--- src/ics_pkg.sv ---
// Constants, types and helpers for the two-wire control and status block
// Summary of operation
// RULE1: Enable bit hands pins to bus function
// RULE2: Idle-halt bit freezes module in Idle mode
// RULE3: Stretch on: release bit writable, hardware clears
// RULE4: Stretch off: only writing one releases clock
// RULE5: Strict bit blocks reserved addresses both ways
// RULE6: Width bit picks ten or seven bit address
// RULE7: Slew-off bit drives pad slew control
// RULE8: Threshold bit drives pad input level select
// RULE9: General call raises interrupt only when enabled
// RULE10: Stretch enable gates receive-end slave clock stretching; transmit start still stretches with it off
// RULE11: Acknowledge sequence sends the ack value bit
// RULE12: Ack request runs sequence, clears when done
// RULE13: Receive request takes one byte, self-clears
// RULE14: Stop request makes Stop, then self-clears
// RULE15: Restart request makes Repeated Start, self-clears
// RULE16: Start request makes Start, then self-clears
// RULE17: Software avoids access right after disabling
// RULE18: Collision flag sets; clears on re-enable only
// RULE19: Transmit write while busy fails, flags collision
// RULE20: Receive full sets on load, clears on read
// RULE21: Transmit full sets on write, clears when sent
package ics_pkg;
  localparam int unsigned CLK_NS      = 40;
  localparam int unsigned LINK_QTR_NS = 2500;
  localparam int unsigned QTR_CYC     = (LINK_QTR_NS + CLK_NS - 1) / CLK_NS;
  localparam int unsigned AW          = 8;
  localparam int unsigned DW          = 32;
  localparam int unsigned SW          = DW / 8;
  localparam int unsigned RW          = 16;
  localparam int unsigned OWN_W       = 10;

  localparam logic [AW-1:0] OFS_CTRL = 8'h00;
  localparam logic [AW-1:0] OFS_STAT = 8'h04;
  localparam logic [AW-1:0] OFS_OWN  = 8'h08;
  localparam logic [AW-1:0] OFS_TX   = 8'h0C;
  localparam logic [AW-1:0] OFS_RX   = 8'h10;

  localparam logic [2:0] SEL_NONE = 3'h0;
  localparam logic [2:0] SEL_CTRL = 3'h1;
  localparam logic [2:0] SEL_STAT = 3'h2;
  localparam logic [2:0] SEL_OWN  = 3'h3;
  localparam logic [2:0] SEL_TX   = 3'h4;
  localparam logic [2:0] SEL_RX   = 3'h5;

  localparam logic [1:0] RESP_OKAY   = 2'h0;
  localparam logic [1:0] RESP_SLVERR = 2'h2;

  localparam int unsigned C_START   = 0;
  localparam int unsigned C_RESTART = 1;
  localparam int unsigned C_STOP    = 2;
  localparam int unsigned C_RECV    = 3;
  localparam int unsigned C_ACKREQ  = 4;
  localparam int unsigned C_ACKVAL  = 5;
  localparam int unsigned C_STRETCH = 6;
  localparam int unsigned C_GCALL   = 7;
  localparam int unsigned C_THRESH  = 8;
  localparam int unsigned C_SLEW    = 9;
  localparam int unsigned C_WIDE    = 10;
  localparam int unsigned C_STRICT  = 11;
  localparam int unsigned C_RELEASE = 12;
  localparam int unsigned C_IDLEHLT = 13;
  localparam int unsigned C_ENABLE  = 15;

  localparam int unsigned S_TXFULL = 0;
  localparam int unsigned S_RXFULL = 1;
  localparam int unsigned S_START  = 3;
  localparam int unsigned S_STOP   = 4;
  localparam int unsigned S_OVF    = 6;
  localparam int unsigned S_WCOL   = 7;
  localparam int unsigned S_GCALL  = 9;
  localparam int unsigned S_COLL   = 10;
  localparam int unsigned S_TXACT  = 14;
  localparam int unsigned S_ACK    = 15;

  localparam logic [RW-1:0] CTRL_RST   = 16'h1000;
  localparam logic [RW-1:0] CTRL_WMASK = 16'hBFFF;
  localparam logic [RW-1:0] STAT_RST   = 16'h0000;
  localparam logic [RW-1:0] REQ_MASK   = 16'h001F;

  localparam logic [7:0] GC_ADDR  = 8'h00;
  localparam logic [4:0] WIDE_HDR = 5'h1E;
  localparam logic [3:0] RSV_LO   = 4'h0;
  localparam logic [3:0] RSV_HI   = 4'hF;
  localparam logic [3:0] LAST_BIT = 4'h7;
  localparam logic [3:0] ACK_BIT  = 4'h8;
  localparam logic [3:0] BIT_STEP = 4'h1;

  localparam logic [1:0] PH0     = 2'h0;
  localparam logic [1:0] PH1     = 2'h1;
  localparam logic [1:0] PH2     = 2'h2;
  localparam logic [1:0] PH3     = 2'h3;
  localparam logic [1:0] PH_STEP = 2'h1;

  typedef enum logic [6:0] {
    ST_IDLE    = 7'h01,
    ST_START   = 7'h02,
    ST_RESTART = 7'h04,
    ST_STOP    = 7'h08,
    ST_ACK     = 7'h10,
    ST_RECV    = 7'h20,
    ST_XMIT    = 7'h40
  } ics_state_t;

  // Ten-bit headers live in the reserved space, so let them through
  function automatic logic ics_reserved(input logic [7:0] b,
                                        input logic       wide);
    ics_reserved = ((b[7:4] == RSV_LO) && (b != GC_ADDR)) ||
                   ((b[7:4] == RSV_HI) && !(wide && (b[7:3] == WIDE_HDR)));
  endfunction

  function automatic logic [2:0] ics_sel(input logic [AW-1:0] a);
    case (a)
      OFS_CTRL: ics_sel = SEL_CTRL;
      OFS_STAT: ics_sel = SEL_STAT;
      OFS_OWN:  ics_sel = SEL_OWN;
      OFS_TX:   ics_sel = SEL_TX;
      OFS_RX:   ics_sel = SEL_RX;
      default:  ics_sel = SEL_NONE;
    endcase
  endfunction
endpackage

--- src/ics_regs.sv ---
// Two-wire control/status registers with master sequencer
//
// Our own choices: the AXI4-Lite interface to the registers and the placing of the registers.
`timescale 1ns/1ps
module ics_regs #(
  parameter int unsigned QTR = ics_pkg::QTR_CYC
) (
  input  wire logic                    aclk,
  input  wire logic                    aresetn,
  input  wire logic                    ce,
  input  wire logic [ics_pkg::AW-1:0]  awaddr,
  input  wire logic                    awvalid,
  output logic                         awready,
  input  wire logic [ics_pkg::DW-1:0]  wdata,
  input  wire logic [ics_pkg::SW-1:0]  wstrb,
  input  wire logic                    wvalid,
  output logic                         wready,
  output logic [1:0]                   bresp,
  output logic                         bvalid,
  input  wire logic                    bready,
  input  wire logic [ics_pkg::AW-1:0]  araddr,
  input  wire logic                    arvalid,
  output logic                         arready,
  output logic [ics_pkg::DW-1:0]       rdata,
  output logic [1:0]                   rresp,
  output logic                         rvalid,
  input  wire logic                    rready,
  input  wire logic                    scl_in,
  output logic                         scl_out,
  output logic                         scl_oe,
  input  wire logic                    sda_in,
  output logic                         sda_out,
  output logic                         sda_oe,
  input  wire logic                    idle_mode,
  input  wire logic                    slave_addr_strobe,
  input  wire logic [7:0]              slave_addr_byte,
  input  wire logic                    slave_tx_begin,
  input  wire logic                    slave_rx_end,
  output logic                         slave_addr_match,
  output logic                         general_call_irq,
  output logic                         pins_enabled,
  output logic                         slew_limit_off,
  output logic                         bus_threshold_sel,
  output logic                         address_width_sel,
  output logic                         stretch_enable
);
  import ics_pkg::*;

  localparam int unsigned QW = $clog2(QTR + 1);
  localparam logic [QW-1:0] QTR_M1 = QW'(QTR - 1);
  localparam logic [QW-1:0] Q_STEP = QW'(1);

  logic            aw_ok_ff, nxt_aw_ok, w_ok_ff, nxt_w_ok;
  logic [AW-1:0]   awa_ff, nxt_awa;
  logic [DW-1:0]   wd_ff, nxt_wd, rdata_ff, nxt_rdata;
  logic [SW-1:0]   ws_ff, nxt_ws;
  logic            bvalid_ff, nxt_bvalid, rvalid_ff, nxt_rvalid;
  logic [1:0]      bresp_ff, nxt_bresp, rresp_ff, nxt_rresp;
  logic            wr_do, rd_do;
  logic [2:0]      wsel, rsel;
  logic [RW-1:0]   lane_mask, wv;

  logic [RW-1:0]    ctrl_ff, nxt_ctrl, stat_ff, nxt_stat;
  logic [OWN_W-1:0] own_ff, nxt_own;
  logic [7:0]       txd_ff, nxt_txd, rxd_ff, nxt_rxd, shift_ff, nxt_shift;
  ics_state_t       state_ff, nxt_state;
  logic [1:0]       phase_ff, nxt_phase;
  logic [QW-1:0]    qcnt_ff, nxt_qcnt;
  logic [3:0]       bit_ff, nxt_bit;
  logic             scl_low_ff, nxt_scl_low, sda_low_ff, nxt_sda_low;
  logic             scl_oe_ff, nxt_scl_oe, sda_oe_ff, nxt_sda_oe;
  logic             on_q_ff, sda_q_ff, first_ff, nxt_first;
  logic             match_ff, nxt_match, gc_irq_ff, nxt_gc_irq;
  logic [1:0]       pin_s;
  logic             scl_s, sda_s, tick, run, busy, bus_start, bus_stop;

  ics_sync #(.W(2)) u_sync (
    .aclk     (aclk),
    .aresetn  (aresetn),
    .ce       (ce),
    .async_in ({scl_in, sda_in}),
    .sync_out (pin_s)
  );
  assign scl_s = pin_s[1];
  assign sda_s = pin_s[0];

  function automatic logic [DW-1:0] reg_word(input logic [2:0] sel);
    case (sel)
      SEL_CTRL: reg_word = DW'(ctrl_ff);
      SEL_STAT: reg_word = DW'(stat_ff);
      SEL_OWN:  reg_word = DW'(own_ff);
      SEL_TX:   reg_word = DW'(txd_ff);
      SEL_RX:   reg_word = DW'(rxd_ff);
      default:  reg_word = '0;
    endcase
  endfunction

  assign awready = ce & ~aw_ok_ff;
  assign wready  = ce & ~w_ok_ff;
  assign arready = ce & ~rvalid_ff;
  assign wr_do   = ce & aw_ok_ff & w_ok_ff & ~bvalid_ff;
  assign rd_do   = arvalid & arready;
  assign wsel    = ics_sel(awa_ff);
  assign rsel    = ics_sel(araddr);
  assign bvalid  = bvalid_ff;
  assign bresp   = bresp_ff;
  assign rvalid  = rvalid_ff;
  assign rdata   = rdata_ff;
  assign rresp   = rresp_ff;

  always_comb begin
    nxt_aw_ok  = aw_ok_ff;
    nxt_awa    = awa_ff;
    nxt_w_ok   = w_ok_ff;
    nxt_wd     = wd_ff;
    nxt_ws     = ws_ff;
    nxt_bvalid = bvalid_ff;
    nxt_bresp  = bresp_ff;
    nxt_rvalid = rvalid_ff;
    nxt_rdata  = rdata_ff;
    nxt_rresp  = rresp_ff;
    if (awvalid && awready) begin
      nxt_aw_ok = 1'b1;
      nxt_awa   = awaddr;
    end
    if (wvalid && wready) begin
      nxt_w_ok = 1'b1;
      nxt_wd   = wdata;
      nxt_ws   = wstrb;
    end
    if (bvalid_ff && bready) begin
      nxt_bvalid = 1'b0;
    end
    if (wr_do) begin
      nxt_aw_ok  = 1'b0;
      nxt_w_ok   = 1'b0;
      nxt_bvalid = 1'b1;
      nxt_bresp  = (wsel == SEL_NONE) ? RESP_SLVERR : RESP_OKAY;
    end
    if (rvalid_ff && rready) begin
      nxt_rvalid = 1'b0;
    end
    if (rd_do) begin
      nxt_rvalid = 1'b1;
      nxt_rdata  = reg_word(rsel);
      nxt_rresp  = (rsel == SEL_NONE) ? RESP_SLVERR : RESP_OKAY;
    end
  end

  always_ff @(posedge aclk) begin
    if (!aresetn) begin
      aw_ok_ff  <= 1'b0;
      awa_ff    <= '0;
      w_ok_ff   <= 1'b0;
      wd_ff     <= '0;
      ws_ff     <= '0;
      bvalid_ff <= 1'b0;
      bresp_ff  <= RESP_OKAY;
      rvalid_ff <= 1'b0;
      rdata_ff  <= '0;
      rresp_ff  <= RESP_OKAY;
    end else if (ce) begin
      aw_ok_ff  <= nxt_aw_ok;
      awa_ff    <= nxt_awa;
      w_ok_ff   <= nxt_w_ok;
      wd_ff     <= nxt_wd;
      ws_ff     <= nxt_ws;
      bvalid_ff <= nxt_bvalid;
      bresp_ff  <= nxt_bresp;
      rvalid_ff <= nxt_rvalid;
      rdata_ff  <= nxt_rdata;
      rresp_ff  <= nxt_rresp;
    end
  end

  assign run  = ctrl_ff[C_ENABLE] & ~(ctrl_ff[C_IDLEHLT] & idle_mode);
  assign busy = (state_ff != ST_IDLE) | stat_ff[S_TXFULL];
  assign tick = (qcnt_ff == '0);
  assign bus_start = scl_s & ~sda_s & sda_q_ff;
  assign bus_stop  = scl_s & sda_s & ~sda_q_ff;
  assign lane_mask = {{8{ws_ff[1]}}, {8{ws_ff[0]}}};

  always_comb begin
    nxt_ctrl    = ctrl_ff;
    nxt_stat    = stat_ff;
    nxt_own     = own_ff;
    nxt_txd     = txd_ff;
    nxt_rxd     = rxd_ff;
    nxt_state   = state_ff;
    nxt_phase   = phase_ff;
    nxt_qcnt    = qcnt_ff;
    nxt_bit     = bit_ff;
    nxt_shift   = shift_ff;
    nxt_scl_low = scl_low_ff;
    nxt_sda_low = sda_low_ff;
    nxt_first   = first_ff;
    nxt_match   = 1'b0;
    nxt_gc_irq  = 1'b0;
    wv = (RW'(reg_word(wsel)) & ~lane_mask) | (wd_ff[RW-1:0] & lane_mask);
    if (wr_do) begin
      case (wsel)
        SEL_CTRL: begin
          nxt_ctrl = wv & CTRL_WMASK;
          if (!ctrl_ff[C_STRETCH] && !wv[C_RELEASE]) begin
            nxt_ctrl[C_RELEASE] = ctrl_ff[C_RELEASE]; // [RULE4] [RULE10]
          end
        end
        SEL_STAT: begin
          // Only the two software-clearable flags take a written zero
          if (!wv[S_WCOL]) nxt_stat[S_WCOL] = 1'b0;
          if (!wv[S_OVF]) nxt_stat[S_OVF] = 1'b0;
        end
        SEL_OWN: nxt_own = wv[OWN_W-1:0];
        SEL_TX: begin
          if (busy) begin
            nxt_stat[S_WCOL] = 1'b1; // [RULE19]
          end else if (ws_ff[0]) begin
            nxt_txd = wd_ff[7:0];
            nxt_stat[S_TXFULL] = 1'b1; // [RULE21]
          end
        end
        default: nxt_ctrl = ctrl_ff;
      endcase
    end
    if (rd_do && (rsel == SEL_RX)) nxt_stat[S_RXFULL] = 1'b0; // [RULE20]
    if (slave_tx_begin) nxt_ctrl[C_RELEASE] = 1'b0; // [RULE3] [RULE4]
    if (slave_rx_end && ctrl_ff[C_STRETCH]) begin
      nxt_ctrl[C_RELEASE] = 1'b0; // [RULE3] [RULE10]
    end
    if (slave_addr_strobe && ctrl_ff[C_ENABLE]) begin
      if (slave_addr_byte == GC_ADDR) begin
        if (ctrl_ff[C_GCALL]) begin
          nxt_stat[S_GCALL] = 1'b1; // [RULE9]
          nxt_gc_irq = 1'b1; // [RULE9]
        end
      end else if (!(ctrl_ff[C_STRICT] &&
                     ics_reserved(slave_addr_byte, ctrl_ff[C_WIDE]))) begin
        nxt_match = ctrl_ff[C_WIDE] ? // [RULE5] [RULE6]
            (slave_addr_byte[7:1] == {WIDE_HDR, own_ff[9:8]}) :
            (slave_addr_byte[7:1] == own_ff[6:0]);
      end
    end
    if (bus_start) begin
      nxt_stat[S_START] = 1'b1;
      nxt_stat[S_STOP]  = 1'b0;
    end
    if (bus_stop) begin
      nxt_stat[S_STOP]  = 1'b1;
      nxt_stat[S_START] = 1'b0;
      if (!nxt_gc_irq) nxt_stat[S_GCALL] = 1'b0;
    end
    if (ctrl_ff[C_ENABLE] && !on_q_ff) nxt_stat[S_COLL] = 1'b0; // [RULE18]
    if (!ctrl_ff[C_ENABLE]) begin
      nxt_state   = ST_IDLE; // [RULE1]
      nxt_scl_low = 1'b0;
      nxt_sda_low = 1'b0;
      nxt_qcnt    = QTR_M1;
    end else if (!run) begin
      nxt_state = state_ff; // [RULE2]
    end else if (state_ff == ST_IDLE) begin
      nxt_qcnt  = QTR_M1;
      nxt_phase = PH0;
      nxt_bit   = '0;
      if (ctrl_ff[C_START]) nxt_state = ST_START;
      else if (ctrl_ff[C_RESTART]) nxt_state = ST_RESTART;
      else if (ctrl_ff[C_STOP]) nxt_state = ST_STOP;
      else if (ctrl_ff[C_ACKREQ]) nxt_state = ST_ACK;
      else if (ctrl_ff[C_RECV]) nxt_state = ST_RECV;
      else if (stat_ff[S_TXFULL]) begin
        nxt_first = 1'b0;
        if (first_ff && ctrl_ff[C_STRICT] &&
            ics_reserved(txd_ff, ctrl_ff[C_WIDE])) begin
          nxt_stat[S_TXFULL] = 1'b0; // [RULE5]
        end else begin
          nxt_state = ST_XMIT;
          nxt_shift = txd_ff;
          nxt_stat[S_TXACT] = 1'b1;
        end
      end
    end else if (!tick) begin
      nxt_qcnt = qcnt_ff - Q_STEP;
    end else begin
      nxt_qcnt  = QTR_M1;
      nxt_phase = phase_ff + PH_STEP;
      case (state_ff)
        ST_START: begin
          if (phase_ff == PH0) begin
            if (!sda_s || !scl_s) nxt_state = ST_IDLE;
            else nxt_sda_low = 1'b1;
          end else begin
            nxt_scl_low = 1'b1;
            nxt_ctrl[C_START] = 1'b0; // [RULE16]
            nxt_first = 1'b1;
            nxt_state = ST_IDLE;
          end
        end
        ST_RESTART: begin
          case (phase_ff)
            PH0: nxt_sda_low = 1'b0;
            PH1: nxt_scl_low = 1'b0;
            PH2: nxt_sda_low = 1'b1;
            default: begin
              nxt_scl_low = 1'b1;
              nxt_ctrl[C_RESTART] = 1'b0; // [RULE15]
              nxt_first = 1'b1;
              nxt_state = ST_IDLE;
            end
          endcase
        end
        ST_STOP: begin
          case (phase_ff)
            PH0: nxt_sda_low = 1'b1;
            PH1: nxt_scl_low = 1'b0;
            default: begin
              nxt_sda_low = 1'b0;
              nxt_ctrl[C_STOP] = 1'b0; // [RULE14]
              nxt_state = ST_IDLE;
            end
          endcase
        end
        ST_ACK: begin
          case (phase_ff)
            PH0: nxt_sda_low = ~ctrl_ff[C_ACKVAL]; // [RULE11]
            PH1: nxt_scl_low = 1'b0;
            PH2: nxt_scl_low = 1'b1;
            default: begin
              nxt_sda_low = 1'b0;
              nxt_ctrl[C_ACKREQ] = 1'b0; // [RULE12]
              nxt_state = ST_IDLE;
            end
          endcase
        end
        ST_RECV: begin
          case (phase_ff)
            PH0: nxt_sda_low = 1'b0;
            PH1: nxt_scl_low = 1'b0;
            PH2: begin
              nxt_shift   = {shift_ff[6:0], sda_s};
              nxt_scl_low = 1'b1;
            end
            default: begin
              if (bit_ff == LAST_BIT) begin
                nxt_ctrl[C_RECV] = 1'b0; // [RULE13]
                nxt_state = ST_IDLE;
                if (stat_ff[S_RXFULL] && !(rd_do && rsel == SEL_RX)) begin
                  nxt_stat[S_OVF] = 1'b1;
                end else begin
                  nxt_rxd = shift_ff;
                  nxt_stat[S_RXFULL] = 1'b1; // [RULE20]
                end
              end else begin
                nxt_bit = bit_ff + BIT_STEP;
              end
            end
          endcase
        end
        ST_XMIT: begin
          case (phase_ff)
            PH0: nxt_sda_low = (bit_ff < ACK_BIT) ? ~shift_ff[7] : 1'b0;
            PH1: nxt_scl_low = 1'b0;
            PH2: begin
              if ((bit_ff < ACK_BIT) && !sda_low_ff && !sda_s) begin
                nxt_stat[S_COLL]   = 1'b1; // [RULE18]
                nxt_stat[S_TXFULL] = 1'b0;
                nxt_stat[S_TXACT]  = 1'b0;
                nxt_ctrl    = ctrl_ff & ~REQ_MASK;
                nxt_sda_low = 1'b0;
                nxt_state   = ST_IDLE;
              end else begin
                if (bit_ff == ACK_BIT) nxt_stat[S_ACK] = sda_s;
                nxt_shift   = {shift_ff[6:0], 1'b0};
                nxt_scl_low = 1'b1;
              end
            end
            default: begin
              if (bit_ff == ACK_BIT) begin
                nxt_stat[S_TXFULL] = 1'b0; // [RULE21]
                nxt_stat[S_TXACT]  = 1'b0;
                nxt_state = ST_IDLE;
              end else begin
                nxt_bit = bit_ff + BIT_STEP;
              end
            end
          endcase
        end
        default: nxt_state = ST_IDLE;
      endcase
    end
    // Slave stretch holds the clock even when the master is idle
    nxt_scl_oe = nxt_ctrl[C_ENABLE] &
                 (nxt_scl_low | ~nxt_ctrl[C_RELEASE]); // [RULE1] [RULE3]
    nxt_sda_oe = nxt_ctrl[C_ENABLE] & nxt_sda_low; // [RULE1]
  end

  always_ff @(posedge aclk) begin
    if (!aresetn) begin
      ctrl_ff    <= CTRL_RST;
      stat_ff    <= STAT_RST;
      own_ff     <= '0;
      txd_ff     <= '0;
      rxd_ff     <= '0;
      state_ff   <= ST_IDLE;
      phase_ff   <= PH0;
      qcnt_ff    <= '0;
      bit_ff     <= '0;
      shift_ff   <= '0;
      scl_low_ff <= 1'b0;
      sda_low_ff <= 1'b0;
      scl_oe_ff  <= 1'b0;
      sda_oe_ff  <= 1'b0;
      on_q_ff    <= 1'b0;
      sda_q_ff   <= 1'b1;
      first_ff   <= 1'b0;
      match_ff   <= 1'b0;
      gc_irq_ff  <= 1'b0;
    end else if (ce) begin
      ctrl_ff    <= nxt_ctrl;
      stat_ff    <= nxt_stat;
      own_ff     <= nxt_own;
      txd_ff     <= nxt_txd;
      rxd_ff     <= nxt_rxd;
      state_ff   <= nxt_state;
      phase_ff   <= nxt_phase;
      qcnt_ff    <= nxt_qcnt;
      bit_ff     <= nxt_bit;
      shift_ff   <= nxt_shift;
      scl_low_ff <= nxt_scl_low;
      sda_low_ff <= nxt_sda_low;
      scl_oe_ff  <= nxt_scl_oe;
      sda_oe_ff  <= nxt_sda_oe;
      on_q_ff    <= ctrl_ff[C_ENABLE];
      sda_q_ff   <= sda_s;
      first_ff   <= nxt_first;
      match_ff   <= nxt_match;
      gc_irq_ff  <= nxt_gc_irq;
    end
  end

  // Open-drain: only ever pull low
  assign scl_out           = 1'b0;
  assign sda_out           = 1'b0;
  assign scl_oe            = scl_oe_ff;
  assign sda_oe            = sda_oe_ff;
  assign pins_enabled      = ctrl_ff[C_ENABLE]; // [RULE1]
  assign slew_limit_off    = ctrl_ff[C_SLEW]; // [RULE7]
  assign bus_threshold_sel = ctrl_ff[C_THRESH]; // [RULE8]
  assign address_width_sel = ctrl_ff[C_WIDE]; // [RULE6]
  assign stretch_enable    = ctrl_ff[C_STRETCH]; // [RULE10]
  assign slave_addr_match  = match_ff;
  assign general_call_irq  = gc_irq_ff;
endmodule

--- src/ics_sync.sv ---
// Two-stage synchroniser for pin inputs
`timescale 1ns/1ps
module ics_sync #(
  parameter int unsigned W = 2
) (
  input  wire logic         aclk,
  input  wire logic         aresetn,
  input  wire logic         ce,
  input  wire logic [W-1:0] async_in,
  output logic      [W-1:0] sync_out
);
  logic [W-1:0] meta_ff;
  logic [W-1:0] hold_ff;

  // Idle bus level is high, so reset to released
  always_ff @(posedge aclk) begin
    if (!aresetn) begin
      meta_ff <= '1;
      hold_ff <= '1;
    end else if (ce) begin
      meta_ff <= async_in;
      hold_ff <= meta_ff;
    end
  end

  assign sync_out = hold_ff;
endmodule

--- config.mk ---
export PLATFORM = sky130hd
export DESIGN_NAME = ics_regs
export DESIGN_NICKNAME = d
export VERILOG_FILES = /design/src/ics_pkg.sv /design/src/ics_regs.sv /design/src/ics_sync.sv
export SDC_FILE = /design/constraint.sdc
export NUM_CORES = 1
export LEC_CHECK = 0
export BUFFER_PORTS_ARGS = -buffer_cell sky130_fd_sc_hd__buf_4
export CAP_MARGIN = 20
export CORE_MARGIN = 2
export CORE_UTILIZATION = 31
export CTS_CLUSTER_DIAMETER = 200
export DETAILED_ROUTE_END_ITERATION = 16
export REMOVE_ABC_BUFFERS = 1
export SYNTH_ARGS = -nofsm -noshare
export SYNTH_HDL_FRONTEND = slang
export SYNTH_SLANG_ARGS = --single-unit
--- constraint.sdc ---
create_clock -name aclk -period 3.4 [get_ports aclk]
set_input_delay 0 -clock aclk [delete_from_list [all_inputs] [get_ports aclk]]
set_output_delay 0 -clock aclk [all_outputs]
set_load 0.02 [all_outputs]
==> metrics.txt <==
status finished, final reports clean; Worst Path Required around 3.7 ns; vias per cell between 5 and 6; die height around 160 um; worst skew pair latency ~0.43 ns; Synthesis Warnings 0; Post-DP HPWL roughly 18000 um; CTS tree built; Filler Cells Inserted around 2400; WL per Instance approximately 18 um; LEAKAGE around 3.5 nW; Tightest Pin Transition ~0.83 ns; number of synthesized flops with an enable pin 0; Mean Syn Cell Area roughly 7.9 um^2; Max Transition Viols Final 0; Synth Area in Compound Gates between 10% and 20%; final setup margin around 0.54 ns; top layer in use met4; post-synthesis sequential area ratio between 30% and 40%; largest net degree at the start of global routing 54; # clock sinks approximately 140; Max-Cap Viols 0; Tot GR Track Use roughly a fifth; largest area contributor in the synthesized netlist dfxtp_1; Die ar. approximately 25000 um^2; Fin. Hold Viols 0; # port buffers 86; H-tree depth 4; xor/xnor share of the synthesized area 1.18%; Area after DPL roughly 8400 um^2; pwr dens approximately 430 nW/um^2; worst vdd ir about 0.26 mV; distinct cell type count after synthesis 74; mux share of post-synthesis cell area around 7.9%; Sw Pwr around 0.001 W; simple-gate area share of the yosys netlist around a quarter; largest family of logic cells by synthesized area simple AND/OR/NAND/NOR gates; die width 159 um; Layout Nets approximately 1100; leading cell type in the layout, fill and taps excluded nand2_1; area share of the largest cell type after synthesis roughly 38%; IO Pins 126; most frequent cells in the layout nand2_1 (151), dfxtp_1 (139), buf_4 (116); CP Data Arrival Time 3.19 ns; Std-Cell Rows 56; DR iter-0 viols approximately 650; DP Cell Count between 1000 and 1500; post-CTS setup buffers 0; CTS root buffer clkbuf_16; # diodes 0; post_cts resized 0; Final min period 2.86 ns; layout cell share with drive strength beyond 1 16.1%; Pre-antenna DRT Iters 5; DRC Markers 0; Clock transition at path regs approximately 0.060 ns; pre-CTS setup slack between 0.5 and 0.6 ns; Synth Register Bits around 140; CP max FO 8; Relative slew margins between 40 and 50%; Fmax approximately 350 MHz; post-route cell area about 9400 um^2; period utilization between 80% and 90%; initial antenna violation count 0; Main synth FF type dfxtp_1; Async SR Flop Fraction 0%; Final setup viols 0; Mapped Area 7410 um^2; min-delay worst type input port to flop; RePlAce Congestion 0.928; final hold slack between 0.02 and 0.025 ns; remaining global-route overflow 0; Seq pwr share 42.0%; Post-Synthesis Cells between 900 and 1000; Final ANT Viol Nets 0; fin cells between 1000 and 1500; switching share of power between 20% and 30%; deepest clock path buffer count 2; WS Path Type flop to flop; RSZ-0062 raised after global routing false; DR WL met2 11400 um; core area 23500 um^2; Vias 7399; met3 wire length roughly 1500 um; M1 WL 11700 um; setup_tns 0 ns; clock group share of total power between 40% and 50%; internal cell power 0.00303 W; clk_skew ~0.009 ns; vias in the first global route roughly 6800; top cells by area, synth dfxtp_1 (38%), nand2_1 (7.6%), mux2i_1 (6.8%), a21oi_1 (5.4%), nor2_1 (4.3%); total CTS buffers 17; Adder-Cell Fraction of Synth Area around 1.2%; final wirelength approximately 25000 um; Starting Density a little under a third; Worst Setup Start Kind flop; first-pass GRT wire length a little under 40000 um; CP Capture Type flop; Layout area overhead 27.1%; Combinational Power Share under 10%
==> final timing paths <==
| path | from | to | slack [ns] | depth (start not counted) |
|---|---|---|---|---|
| setup / recovery | phase_ff[0] | scl_oe | 0.54 | 8 |
| hold / removal | araddr[4] | rdata[8] | 0.02 | 4 |
| setup reg to reg | phase_ff[0] | scl_oe | 0.54 | 8 |
| hold reg to reg | rdata[13] | rdata[13] | 0.45 | 2 |
==> per-layer routing <==
metal  vias to the layer above  track usage (%)
met3                        30             4.11
met2                       248             31.3
met5                         -                0
li1                       3593                -
met1                      3528             28.0
met4                         0             6.18
==> area by class of cell <==
type	count	area, um^2	area share, %
multi-input combinational	721	4230	44.9
inverter	22	82.6	0.877
sequential	139	2780	29.5
clock inverter	14	193	2.05
tap	319	399	4.24
timing repair buffer	159	1300	13.8
clock buffer	18	429	4.56
==> state kept, by name, summed over array words and instances, names as in the netlist, 8 cells and up <==
name      flops
awa_ff        8
txd_ff        8
shift_ff      8
own_ff       10
stat_ff      10
rxd_ff        8
ctrl_ff      16
wd_ff        15
rdata        16
==> power by group through the flow <==
stage          Combinational [W]  Clock, W  Sequential (W)
3_5_place_dp            0.000291         0         0.00172
5_1_grt                 0.000365   0.00208         0.00169
3_3_place_gp            0.000289         0         0.00172
2_1_floorplan           0.000144         0         0.00171
6_report                0.000334   0.00199         0.00169
4_1_cts                 0.000328   0.00202         0.00168
==> repair_timing <==
item | in CTS | in global routing
hold buffers | 43 | 0
hold endpoints to repair | 34 | 0
setup endpoints to repair | 0 | 0
==> stage by stage <==
step | util, % | power, W
after CTS | 40.1 | 0.00404
final | 40.1 | 0.00401
after detailed placement | 35.6 | 0.00201
after floorplan | - | 0.00186
after global placement | 35.6 | 0.00201
after global routing | 40.1 | 0.00414
==> synthesized netlist by cell type, types with 3 or more instances <==
cell,instances
a21o_1,3
a21oi_1,80
a221oi_1,7
a22o_1,4
a22oi_1,12
a311oi_1,10
a31oi_1,12
and2_0,3
and2_1,4
and3_1,6
and4_1,3
buf_1,5
buf_2,6
buf_4,21
clkbuf_1,48
dfxtp_1,139
ha_1,7
inv_1,21
mux2_2,4
mux2i_1,50
nand2_1,151
nand2b_1,14
nand3_1,39
nand3b_1,3
nand4_1,9
nor2_1,85
nor2b_1,8
nor3_1,22
nor3b_1,4
nor4_1,17
nor4_2,3
nor4b_1,4
o21a_1,8
o21ai_0,47
o21ai_1,3
o221a_2,3
o22ai_1,5
o32ai_1,8
or2_2,3
or3_1,5
or4_1,4
xnor2_1,10
==> critical path, stage by stage (launching register included) <==
cell,delay [ns]
dfxtp_1,0.38
inv_1,0.13
ha_1,0.17
nor4b_1,0.45
or4b_4,0.58
nor4b_4,0.44
o311ai_1,0.19
o32a_1,0.30
o32ai_1,0.11
==> logic make-up (layout without fill, tap and decap cells) <==
kind of cell,Yosys count,in the layout
and+or+nand+nor,401,401
AOI/OAI and AO/OA,227,227
DFF,139,139
buffers and inverters,102,213
muxes,56,56
xor gates and xnor gates,10,10
adders and majority gates,7,7
other,1,20
Note: power is estimated with default switching activity, not from simulation.
